## src/core/pwmo_map.vh

```
// Purpose: register indices, field positions, reset values and timing constants of the pwm output stage
// Assumes: every printed offset is a register index; the byte address is four times the index
// Notes:   definitions only
`ifndef PWMO_MAP_VH
`define PWMO_MAP_VH

// register indices, compared against wb_adr_i[31:2]
`define PWMO_IDX_W              30
`define PWMO_IDX_EN0            30'h0FFFF57F
`define PWMO_IDX_SW0            30'h0FFFF57E
`define PWMO_IDX_EN1            30'h0FFFF5BF
`define PWMO_IDX_SW1            30'h0FFFF5BE
`define PWMO_IDX_STAT           30'h0FFFF57D

// reset values
`define PWMO_EN_RESET           6'h00
`define PWMO_SEL_RESET          1'h0
`define PWMO_PH_RESET           3'h0
`define PWMO_OE_N_RESET         6'h3F
`define PWMO_PIN_RESET          2'h0

// field positions inside the byte
`define PWMO_SW_SEL_BIT         7
`define PWMO_PH_A_BIT           2
`define PWMO_EN_MSB             5
`define PWMO_PH_MSB             2

// pwm modes on pwm_mode, two bits per group
`define PWMO_MODE_TRI0          2'h0
`define PWMO_MODE_TRI1          2'h1
`define PWMO_MODE_SAW           2'h2

// timing
`define PWMO_CLK_PERIOD_NS      50
`define PWMO_DEAD_TIME_NS       1000

// pad constants for the read mux
`define PWMO_PAD_EN             26'h0000000
`define PWMO_PAD_SW             24'h000000
`define PWMO_PAD_SW_MID         4'h0
`define PWMO_PAD_STAT           20'h00000
`define PWMO_ZERO32             32'h00000000

`endif

```

## src/core/pwmo_top.v

```verilog
// Purpose: output stage of two six-pin motor pwm groups: pin enables, software output, output flip-flops
// Assumes: counter, compares, pwm mode and polarity settings come from the timer as same-clock inputs;
//          emergency stop arrives from a pin and is synchronised here
// Notes:   classic wishbone slave, ack one cycle after the request is seen, write takes effect at the ack edge
// Operation
// - pin-enable registers accept byte writes and single-bit changes via byte read-modify-write.
// - six enable bits, bit k governs pin k of its group.
// - enable bit zero floats the pin regardless of anything else.
// - enable bit one drives the pin per counter run, software select, emergency stop.
// - software-output registers of both groups accept byte and single-bit accesses.
// - switching to software while timer drives: a differing level waits the dead time.
// - switching to software with equal level: pin holds level, no glitch, no delay.
// - period and compare-three interrupts keep firing while software output is selected.
// - in software output with counter running, phase bits win over timer levels.
// - leaving software output while counting: pins hold until the next set/reset event.
// - triangular modes: compare match counting up sets, counting down resets.
// - sawtooth mode: match with compare three sets, own compare match resets.
// - in software output, writing one to a phase bit sets, zero resets.
// - rewriting a phase bit unchanged leaves its pin pair alone; a:0/1, b:2/3, c:4/5.
// - bit seven of software-output register: zero timer output, one software output.
// - phase a at bit two; pin 0 active level when one; pin 1 per polarity.
`include "pwmo_map.vh"

module pwmo_top #(
  parameter DEAD_CNT_W = 8
) (
  input  wire        clk,             // 20 MHz system clock
  input  wire        reset,           // synchronous, active high
  input  wire        wb_cyc_i,        // wishbone cycle
  input  wire        wb_stb_i,        // wishbone strobe
  input  wire        wb_we_i,         // wishbone write
  input  wire [31:0] wb_adr_i,        // wishbone byte address
  input  wire [3:0]  wb_sel_i,        // wishbone byte enables
  input  wire [31:0] wb_dat_i,        // wishbone write data
  output wire [31:0] wb_dat_o,        // wishbone read data
  output wire        wb_ack_o,        // wishbone acknowledge
  input  wire [1:0]  counter_run,     // per group counter running
  input  wire [1:0]  count_up,        // per group counter direction, 1 = up
  input  wire [3:0]  pwm_mode,        // per group pwm mode, 2 bits each
  input  wire [5:0]  compare_match,   // per group phase a/b/c compare match pulses
  input  wire [1:0]  compare3_match,  // per group counter equals compare three
  input  wire [1:0]  period_event,    // per group timer period event
  input  wire [1:0]  active_level_setting,  // per group active level
  input  wire [5:0]  phase_polarity,  // per group pair polarity for phases a/b/c
  input  wire [1:0]  emergency_stop_in,     // per group stop pin, asynchronous
  output wire [11:0] pwm_pin_o,       // pin output levels, group 1 in bits 11:6
  output wire [11:0] pwm_pin_oe_n,    // pin output enables, low while driven
  output wire [1:0]  period_irq,      // per group period interrupt pulse
  output wire [1:0]  compare3_irq     // per group compare three interrupt pulse
);

  reg         ack_reg;
  reg  [31:0] dat_reg;
  reg  [31:0] dat_next;
  wire [`PWMO_IDX_W-1:0] idx = wb_adr_i[31:2];
  wire        req    = wb_cyc_i & wb_stb_i;
  // a write lands on the edge where the master samples ack, so it happens exactly once
  wire        wr_now = req & wb_we_i & ack_reg & wb_sel_i[0];

  wire [11:0] en_bus;
  wire [1:0]  sel_bus;
  wire [5:0]  ph_bus;

  assign wb_ack_o = ack_reg;
  assign wb_dat_o = dat_reg;

  // read mux; unmapped indices answer with zero and ignore writes
  always @* begin
    if (idx == `PWMO_IDX_EN0) begin
      dat_next = {`PWMO_PAD_EN, en_bus[5:0]};
    end else if (idx == `PWMO_IDX_EN1) begin
      dat_next = {`PWMO_PAD_EN, en_bus[11:6]};
    end else if (idx == `PWMO_IDX_SW0) begin
      dat_next = {`PWMO_PAD_SW, sel_bus[0], `PWMO_PAD_SW_MID, ph_bus[2:0]};
    end else if (idx == `PWMO_IDX_SW1) begin
      dat_next = {`PWMO_PAD_SW, sel_bus[1], `PWMO_PAD_SW_MID, ph_bus[5:3]};
    end else if (idx == `PWMO_IDX_STAT) begin
      dat_next = {`PWMO_PAD_STAT, pwm_pin_o};
    end else begin
      dat_next = `PWMO_ZERO32;
    end
  end

  always @(posedge clk) begin
    if (reset) begin
      ack_reg <= 1'b0;
      dat_reg <= `PWMO_ZERO32;
    end else begin
      ack_reg <= req & ~ack_reg;
      if (req & ~ack_reg) begin
        dat_reg <= dat_next;
      end
    end
  end

  genvar g;
  genvar p;
  generate
    for (g = 0; g < 2; g = g + 1) begin : grp
      localparam [`PWMO_IDX_W-1:0] EN_IDX = (g == 0) ? `PWMO_IDX_EN0 : `PWMO_IDX_EN1;
      localparam [`PWMO_IDX_W-1:0] SW_IDX = (g == 0) ? `PWMO_IDX_SW0 : `PWMO_IDX_SW1;

      reg  [5:0] en_reg;
      reg        sel_reg;
      reg  [2:0] ph_reg;
      wire       stop_sync;
      reg        per_irq_reg;
      reg        cmp3_irq_reg;
      reg  [5:0] oe_n_reg;

      wire       run    = counter_run[g];
      wire [1:0] mode   = pwm_mode[2*g+1:2*g];
      wire       al     = active_level_setting[g];
      wire       wr_en  = wr_now & (idx == EN_IDX);
      wire       wr_sw  = wr_now & (idx == SW_IDX);
      wire       sel_nx = wb_dat_i[`PWMO_SW_SEL_BIT];
      // software source when selected; timer source only while the counter runs
      wire       drive  = (sel_reg | run) & ~stop_sync;

      assign en_bus[6*g+5:6*g] = en_reg;
      assign sel_bus[g]        = sel_reg;
      assign ph_bus[3*g+2:3*g] = ph_reg;
      assign pwm_pin_oe_n[6*g+5:6*g] = oe_n_reg;
      assign period_irq[g]     = per_irq_reg;
      assign compare3_irq[g]   = cmp3_irq_reg;

      pwmo_sync3 u_stop_sync (
        .clk      (clk),
        .reset    (reset),
        .async_in (emergency_stop_in[g]),
        .sync_out (stop_sync)
      );

      always @(posedge clk) begin
        if (reset) begin
          en_reg       <= `PWMO_EN_RESET;
          sel_reg      <= `PWMO_SEL_RESET;
          ph_reg       <= `PWMO_PH_RESET;
          per_irq_reg  <= 1'b0;
          cmp3_irq_reg <= 1'b0;
          oe_n_reg     <= `PWMO_OE_N_RESET;
        end else begin
          if (wr_en) begin
            en_reg <= wb_dat_i[`PWMO_EN_MSB:0];
          end
          if (wr_sw) begin
            sel_reg <= sel_nx;
            ph_reg  <= wb_dat_i[`PWMO_PH_MSB:0];
          end
          // interrupts follow the timer whatever the pin source
          per_irq_reg  <= period_event[g];
          cmp3_irq_reg <= compare3_match[g];
          oe_n_reg     <= ~en_reg;
        end
      end

      for (p = 0; p < 3; p = p + 1) begin : ph
        pwmo_phase #(
          .DEAD_CNT_W (DEAD_CNT_W),
          .BIT        (`PWMO_PH_A_BIT - p)
        ) u_phase (
          .clk     (clk),
          .reset   (reset),
          .sw_load (wr_sw & sel_nx),
          .sw_byte (wb_dat_i[7:0]),
          .sel     (sel_reg),
          .run     (run),
          .up      (count_up[g]),
          .mode    (mode),
          .cm      (compare_match[3*g+p]),
          .cm3     (compare3_match[g]),
          .al      (al),
          .pol     (phase_polarity[3*g+p]),
          .drive   (drive),
          .pin     (pwm_pin_o[6*g+2*p+1:6*g+2*p])
        );
      end
    end
  endgenerate

endmodule

// one phase: output flip-flop, dead-time delay and the pin pair it drives
module pwmo_phase #(
  parameter DEAD_CNT_W = 8,  // dead-time counter width
  parameter BIT        = 2   // phase bit inside the software-output byte
) (
  input  wire       clk,     // system clock
  input  wire       reset,   // synchronous, active high
  input  wire       sw_load, // software write with select set, this cycle
  input  wire [7:0] sw_byte, // byte being written
  input  wire       sel,     // software output selected
  input  wire       run,     // counter running
  input  wire       up,      // counter direction, 1 = up
  input  wire [1:0] mode,    // pwm mode of the group
  input  wire       cm,      // own compare match
  input  wire       cm3,     // counter equals compare three
  input  wire       al,      // active level
  input  wire       pol,     // pair polarity
  input  wire       drive,   // pins follow the level, else inactive
  output wire [1:0] pin      // odd pin in bit 1, even pin in bit 0
);

  localparam DEAD_CYCLES_RAW = (`PWMO_DEAD_TIME_NS + `PWMO_CLK_PERIOD_NS - 1) / `PWMO_CLK_PERIOD_NS;
  localparam DEAD_CYCLES     = (DEAD_CYCLES_RAW < 1) ? 1 : DEAD_CYCLES_RAW;
  localparam [31:0] DEAD_LAST_W = DEAD_CYCLES - 1;
  localparam [DEAD_CNT_W-1:0] DEAD_LAST = DEAD_LAST_W[DEAD_CNT_W-1:0];
  localparam [DEAD_CNT_W-1:0] DEAD_ZERO = {DEAD_CNT_W{1'b0}};
  localparam [DEAD_CNT_W-1:0] DEAD_ONE  = {{(DEAD_CNT_W-1){1'b0}}, 1'b1};

  reg                  ff_reg;
  reg                  ff_next;
  reg                  lvl_reg;
  reg [DEAD_CNT_W-1:0] dcnt_reg;
  reg [1:0]            pin_reg;

  wire lvl0 = lvl_reg ? al : ~al;
  wire lvl1 = pol ? lvl0 : ~lvl0;

  assign pin = pin_reg;

  // output flip-flop set/reset conditions
  always @* begin
    ff_next = ff_reg;
    if (sw_load) begin
      ff_next = sw_byte[BIT];
    end else if (~sel & run) begin
      // timer events are ignored while software output is selected
      if (mode == `PWMO_MODE_SAW) begin
        if (cm3) begin
          ff_next = 1'b1;
        end else if (cm) begin
          ff_next = 1'b0;
        end
      end else if ((mode == `PWMO_MODE_TRI0) | (mode == `PWMO_MODE_TRI1)) begin
        if (cm) begin
          ff_next = up;
        end
      end
    end
  end

  always @(posedge clk) begin
    if (reset) begin
      ff_reg   <= 1'b0;
      lvl_reg  <= 1'b0;
      dcnt_reg <= DEAD_ZERO;
      pin_reg  <= `PWMO_PIN_RESET;
    end else begin
      // ff only moves on its own events, so a deselect holds the software level
      ff_reg <= ff_next;
      if (ff_reg == lvl_reg) begin
        dcnt_reg <= DEAD_ZERO;
      end else if (~run | (dcnt_reg == DEAD_LAST)) begin
        lvl_reg  <= ff_reg;
        dcnt_reg <= DEAD_ZERO;
      end else begin
        // a level change while the timer runs waits out the dead time
        dcnt_reg <= dcnt_reg + DEAD_ONE;
      end
      if (drive) begin
        pin_reg <= {lvl1, lvl0};
      end else begin
        pin_reg <= {~al, ~al};
      end
    end
  end

endmodule

// three-stage synchroniser for an asynchronous pin
module pwmo_sync3 (
  input  wire clk,      // system clock
  input  wire reset,    // synchronous, active high
  input  wire async_in, // level from a pin
  output wire sync_out  // filtered level, same clock
);

  reg s1_reg;
  reg s2_reg;
  reg s3_reg;
  reg out_reg;

  assign sync_out = out_reg;

  // the first stage may be metastable, so only the second and third feed the compare
  always @(posedge clk) begin
    if (reset) begin
      s1_reg  <= 1'b0;
      s2_reg  <= 1'b0;
      s3_reg  <= 1'b0;
      out_reg <= 1'b0;
    end else begin
      s1_reg <= async_in;
      s2_reg <= s1_reg;
      s3_reg <= s2_reg;
      if (s2_reg == s3_reg) begin
        out_reg <= s3_reg;
      end
    end
  end

endmodule

```

## config.mk

```make
export PLATFORM = sky130hd
export DESIGN_NAME = pwmo_top
export DESIGN_NICKNAME = d
export VERILOG_FILES = /design/src/core/pwmo_top.v
export VERILOG_INCLUDE_DIRS = /design/src /design/src/core
export SDC_FILE = /design/constraint.sdc
export NUM_CORES = 1
export LEC_CHECK = 0
export ABC_AREA = 0
export BUFFER_PORTS_ARGS = -buffer_cell sky130_fd_sc_hd__buf_2
export CAP_MARGIN = 20
export CORE_AREA = 10 10 118 120
export DETAILED_ROUTE_END_ITERATION = 16
export DIE_AREA = 0 0 128 130
export PLACE_DENSITY_LB_ADDON = 0.1
export SLEW_MARGIN = 20
export SYNTH_ARGS = -nofsm -noshare
export SYNTH_HDL_FRONTEND = slang
export SYNTH_SLANG_ARGS = --single-unit
```

## constraint.sdc

```tcl
create_clock -name clk -period 2 [get_ports clk]
set_clock_uncertainty 0.15 [all_clocks]
set_input_delay 0.2 -clock clk [delete_from_list [all_inputs] [get_ports clk]]
set_output_delay 0.2 -clock clk [all_outputs]
set_load 0.005 [all_outputs]
```

==> Word level (Yosys, flattened, before mapping) <==
Index checks and enable logic that the tools add are counted.
{ "word_totals": {"reg_bits": 149, "in_bits": 101, "output_inout_bits": 61, "elab_cells": 224} }
{ "classes": {"add_sub_neg": 6, "n_eq_ne": 23, "n_mux": 65, "bitwise": 48, "reduce_logical": 36} }
{ "op_table": {"columns": ["operator", "n"], "rows": [
  ["30-bit by 28-bit equality test with 1-bit output, second input constant", 5],
  ["12-bit 2-to-1 mux", 5],
  ["1-bit 2-to-1 mux", 54],
  ["8-bit by 1-bit adder with 8-bit output, second input constant", 6],
  ["8-bit by 5-bit equality test with 1-bit output, second input constant", 6],
  ["3-bit nonzero test", 14],
  ["4-bit AND reduction", 6],
  ["1-bit NOT", 21],
  ["3-bit OR reduction", 6],
  ["1-bit bitwise AND", 15],
  ["2-bit 2-to-1 mux", 6],
  ["6-bit NOT", 2],
  ["2-bit AND reduction", 6],
  ["1-bit bitwise OR", 10],
  ["1-bit equality test", 8],
  ["2-bit by 1-bit equality test with 1-bit output, second input constant", 2],
  ["2-bit equality test, second input constant", 2],
  ["2-bit zero test", 2],
  ["2-bit nonzero test", 2]
]} }

==> Depth between registers and ports, before layout <==
{ "logic_depth": {"depth_word": 8, "ltp_mapped": 7, "mapped_depth_nobuf": 5} }

==> Modules after synthesis <==
From an unflattened synthesis, not the netlist that was laid out.
{ "unflattened": {"hier_cells": 627, "hier_area_um2": 5898.2} }
{ "by_module_without_submodules": {"columns": ["mod", "instances", "cells_each", "area_each_um2", "seq_area_each_um2"], "rows": [
  ["pwmo_phase at grp[0].ph[0].u_phase ...", 5, 62, 554.3, 240.2],
  ["pwmo_top", 1, 234, 2342.2, 980.9],
  ["pwmo_phase at grp[1].ph[2].u_phase", 1, 63, 559.3, 240.2],
  ["pwmo_sync3", 2, 10, 112.6, 80.1]
]} }

==> Worst setup path before layout <==
Ideal clock, no wire load.
{ "synth_path": {"path_type": "register to register", "from": "register grp[0].ph[1].u_phase.dcnt_reg[0]", "to": "register grp[0].ph[1].u_phase.dcnt_reg[2]", "t_arrival_ns": 1.581, "setup_slack_ns": 0.153, "stages_incl_launch_ff": 7, "path_buffers": 1, "period_less_slack_ns": 1.847, "path_cell_list": "dfxtp_1 -> ha_1 -> or4b_1 -> o41ai_2 -> or3_1 -> buf_2 -> nor2_1"} }
{ "synth_via": {"elab_chain_cells": 3, "word_cells_on_any_way": 4, "cone_classes": "1 x add/sub; 1 x eq/ne; 1 x bitwise; 1 x reduce/logical"} }
{ "synth_lines": {"columns": ["element", "line_no", "source"], "rows": [
  ["start: declaration", "pwmo_top.v:214", "reg [DEAD_CNT_W-1:0] dcnt_reg;"],
  ["start signal: assignment", "pwmo_top.v:259", "dcnt_reg <= dcnt_reg + DEAD_ONE;"],
  ["parallel branches: the longest is 3 deep, another holds 8-bit by 1-bit adder with 8-bit output", null, null]
]} }
Several ways; the timed one is not identified.
A chain may end at the register's enable or synchronous reset.

==> Final worst setup path <==
{ "layout_path": {"from": "register grp[0].ph[1].u_phase.dcnt_reg[0]", "to": "register grp[0].ph[1].u_phase.lvl_reg"} }
{ "layout_via": {"elab_chain_cells": 3} }
{ "layout_lines": {"columns": ["element", "line_no", "source"], "rows": [
  ["8-bit by 5-bit equality test with 1-bit output", "pwmo_top.v:254", "end else if (~run | (dcnt_reg == DEAD_LAST)) begin"],
  ["1-bit bitwise OR", "pwmo_top.v:254", null],
  ["2-bit AND reduction (no line)", null, null],
  ["end signal: assignment", "pwmo_top.v:255", "lvl_reg <= ff_reg;"],
  ["end: declaration", "pwmo_top.v:213", "reg lvl_reg;"]
]} }
Every way passes these cells.

==> impl_metrics.py <==
metrics = {
    "logic_synthesis": {
        "avgSynthCellArea_sq_um": 9.213,
        "synth_edf_count": 0,
        "syn-instance-count": 614,
        "netlist_area_sq_um": 5657,
        "yosysMostFrequentCell": "dfxtp_1",
        "synth_ff_type": "dfxtp_1",
        "ys_seq_elements": 129,
        "yosys.cell_types.count": 50,
        "synth_top_area_share_pct": 45.65,
        "synth_async_sr_flop_share_pct": 0,
        "synth_common_cells": "129 x dfxtp_1, 106 x nor2_1, 38 x nand2_1, 38 x xnor2_1, 31 x mux2i_1",
        "synth_seq_area_share_pct": 45.65,
        "yosys_warnings": 0,
        "synth_top_area_cell": "dfxtp_1",
        "synth_top_cells_by_area": "dfxtp_1 46%, nor2_1 7.0%, xnor2_1 5.9%, mux2i_1 5.5%, buf_4 3.7%",
    },
    "die": {
        "pin_count": 162,
        "die_area_sq_um": 16640,
        "core_area_sq_um": 11710,
        "fp-row-count": 40,
        "fp.dieW_microns": 128,
        "fp.dieH_microns": 130,
        "start_util_pct": 48.30,
    },
    "placement": {
        "dp_hpwl_microns": 10120,
        "gp_congestion": 0.8131,
        "io_buffer_count": 111,
    },
    "detailed_routing": {
        "vias": 4552,
        "drt_first_pass_iters": 4,
        "antenna_left": 0,
        "drt_wl_total_microns": 13320,
        "vias_per_cell": 5.052,
        "dr.first_iter.drc_count": 242,
        "wl_per_cell_microns": 14.78,
        "remaining_drc_errors": 0,
    },
    "setup_path": {
        "cp_slowest_cell": "or4b_1",
        "end_kind": "register",
        "rrSetupSlack_ns": 0.16,
        "r2r_cells": 5,
        "required_ns": 2.13,
        "r2r_start": "grp[0].ph[1].u_phase.dcnt_reg[0]",
        "cp_cell_sequence": "ha_1, or4b_1, o41ai_2, mux2i_1, nor2_1",
        "worstSetupStartpointType": "register",
        "cp.arrival_ns": 1.97,
        "cp_top_family": "simple AND/OR/NAND/NOR gates",
        "crit_type": "reg -> reg",
        "critPathMaxStageDelay_ns": 0.45,
        "critPathBufInv": 0,
        "r2r_end": "grp[0].ph[1].u_phase.lvl_reg",
        "crit_fanout": 3,
        "critical_path_depth": 5,
    },
    "sta": {
        "setup_viol": 0,
        "period_needed_ns": 1.840,
        "slew_headroom_pct": 67.09,
        "slew_violations": 0,
        "max_freq_mhz": 543.6,
        "min_period_over_period_pct": 91.98,
        "worst_slew_pin_slew_ns": 0.4872,
        "hold_violations": 0,
        "finalSetupTns_ns": 0,
        "rsz0062_at_grt": "no",
    },
    "power_and_ir_drop": {
        "power_density_nw_per_um2": 893.0,
        "p_leak_nw": 2.946,
        "peakVddDrop_mv": 0.7378,
        "power_mw": 6.270,
    },
    "global_routing": {
        "grtUsageMet3_pct": 6.207,
        "gr-usage-met1_pct": 18.92,
        "overflow": 0,
        "grt_first_pass_wirelength_microns": 22090,
        "antenna_found_initial": 0,
        "grt_max_degree": 28,
        "track_usage_pct": 16.46,
        "grt_use_met2_pct": 26.91,
        "gr-max-usage-layer": "met2",
        "grt_pass1_vias": 4627,
    },
    "hold_path": {
        "hold_class": "in -> reg",
        "min_from": "phase_polarity[4]",
        "hold_path_depth": 5,
        "min_to": "grp[1].ph[1].u_phase.pin[1]",
    },
    "clock_tree": {
        "root_buffer": "clkbuf_16",
        "cts.clk_slew.worst_paths_ns": 0.05,
        "cts_tree": "built",
        "cts.sinks": 129,
        "cts_buffers": 17,
        "clk_latency_ns": 0.41,
        "clk_path_buf_depth": 2,
        "htree_levels": 4,
    },
    "cells_and_area": {
        "area.growth.synth_to_final_pct": 24.13,
        "drive_above_1_share_pct": 24.27,
        "largest_register_ffs": 48,
        "final_nets": 848,
        "antenna_cells": 0,
        "fillCellCount": 1053,
    },
    "job": {
        "drv_cap": 0,
    },
    "status": {
        "status": "complete, no violations",
    },
}
stage by stage:
step / util [%] / hold slack [ns] / setup slack, ns / area [sq um] / cells
2_1_floorplan: - / 0.1782 / 0.1534 / 5728 / 633
3_3_place_gp: 53.61 / 0.2499 / 0.09479 / 6279 / 859
3_5_place_dp: 53.61 / 0.2517 / 0.06310 / 6279 / 859
4_1_cts: 59.83 / 0.001343 / 0.05776 / 7007 / 901
5_1_grt: 59.96 / 0.03331 / 0.02760 / 7022 / 901
6_report: 59.96 / 0.01577 / 0.1605 / 7022 / 901
routing by layer:
| metal | wire, microns | vias up |
|---|---|---|
| met5 | 0 | - |
| met4 | 277 | 0 |
| met3 | 946 | 25 |
| met2 | 6264 | 123 |
| met1 | 5833 | 2098 |
| li1 | - | 2306 |
cell type report:
cell class	instances	area, sq um	area share [%]
clock buffers	18	439.2	6.254
inverters	8	30.03	0.4277
well taps	147	183.9	2.619
flip-flops and latches	129	2582	36.78
clock inverters	14	188.9	2.691
multi-input cells	449	2829	40.29
repair buffers	136	768.2	10.94
cells by family (layout without fill, tap and decap cells):
family	count (synthesis)	after routing	synth area share (%)
AOI/OAI and AO/OA	71	71	7.963
other	1	20	0.06629
and+or+nand+nor	256	256	23.22
muxes	39	39	7.078
adders and majority gates	6	6	1.327
xor gates and xnor gates	57	57	8.826
DFF	129	129	45.65
buffers and inverters	55	176	5.861
how the worst max path moves through the flow:
stage                                      from                                to  slack, ns
2_1_floorplan  grp[0].ph[1].u_phase.dcnt_reg[0]  grp[0].ph[1].u_phase.dcnt_reg[2]       0.15
4_1_cts        grp[0].ph[1].u_phase.dcnt_reg[0]  grp[0].ph[1].u_phase.dcnt_reg[6]       0.06
3_3_place_gp   grp[0].ph[1].u_phase.dcnt_reg[0]  grp[0].ph[1].u_phase.dcnt_reg[7]       0.09
6_report       grp[0].ph[1].u_phase.dcnt_reg[0]      grp[0].ph[1].u_phase.lvl_reg       0.16
5_1_grt        grp[0].ph[0].u_phase.dcnt_reg[5]  grp[0].ph[0].u_phase.dcnt_reg[5]       0.03
3_5_place_dp   grp[0].ph[1].u_phase.dcnt_reg[0]  grp[0].ph[1].u_phase.dcnt_reg[3]       0.06
power breakdown:
group / internal (mW) / switching (mW) / leakage [nW]
Combinational: 0.189 / 0.205 / 1.60
Clock: 2.11 / 1.12 / 0.302
Sequential: 2.61 / 0.0324 / 1.05
worst reg2reg max path: cells and delay by family (launching register included):
kind                       cells  cell delay, ns
muxes                          1            0.24
DFF                            1            0.35
adders and majority gates      1            0.17
AOI/OAI and AO/OA              1            0.30
and+or+nand+nor                2            0.51
placed cells by master, fill, tap and decap left out, types with 4 or more instances in the layout:
| cell type | synthesis | layout |
|---|---|---|
| nand4_1 | 16 | 16 |
| dlygate4sd3_1 | 0 | 10 |
| buf_2 | 2 | 111 |
| a21oi_1 | 30 | 30 |
| o21ai_1 | 4 | 4 |
| nand2_1 | 38 | 38 |
| mux2i_1 | 31 | 31 |
| buf_4 | 28 | 15 |
| o31ai_1 | 6 | 6 |
| clkbuf_16 | 0 | 17 |
| inv_1 | 8 | 8 |
| or3_1 | 9 | 6 |
| nand2b_1 | 21 | 21 |
| nor3_1 | 5 | 5 |
| and2_1 | 4 | 4 |
| and3_1 | 7 | 7 |
| mux2_2 | 8 | 8 |
| nand3_1 | 19 | 19 |
| conb_1 | 1 | 20 |
| xnor2_1 | 38 | 38 |
| a211oi_1 | 6 | 6 |
| o21ai_0 | 11 | 11 |
| nor2b_1 | 12 | 12 |
| dfxtp_1 | 129 | 129 |
| nor2_1 | 106 | 106 |
| clkinv_2 | 0 | 4 |
| xor2_1 | 19 | 19 |
| ha_1 | 6 | 6 |
| bufinv_16 | 0 | 4 |
timing repair:
| item | in CTS | in global routing |
|---|---|---|
| setup buffers | 0 | 0 |
| hold buffers | 10 | 0 |
| hold endpoints to repair | 15 | 0 |
| resized for setup | 0 | 3 |
| endpoints found under the setup margin | 0 | 14 |
No activity file was read; power rests on OpenSTA's default activity.
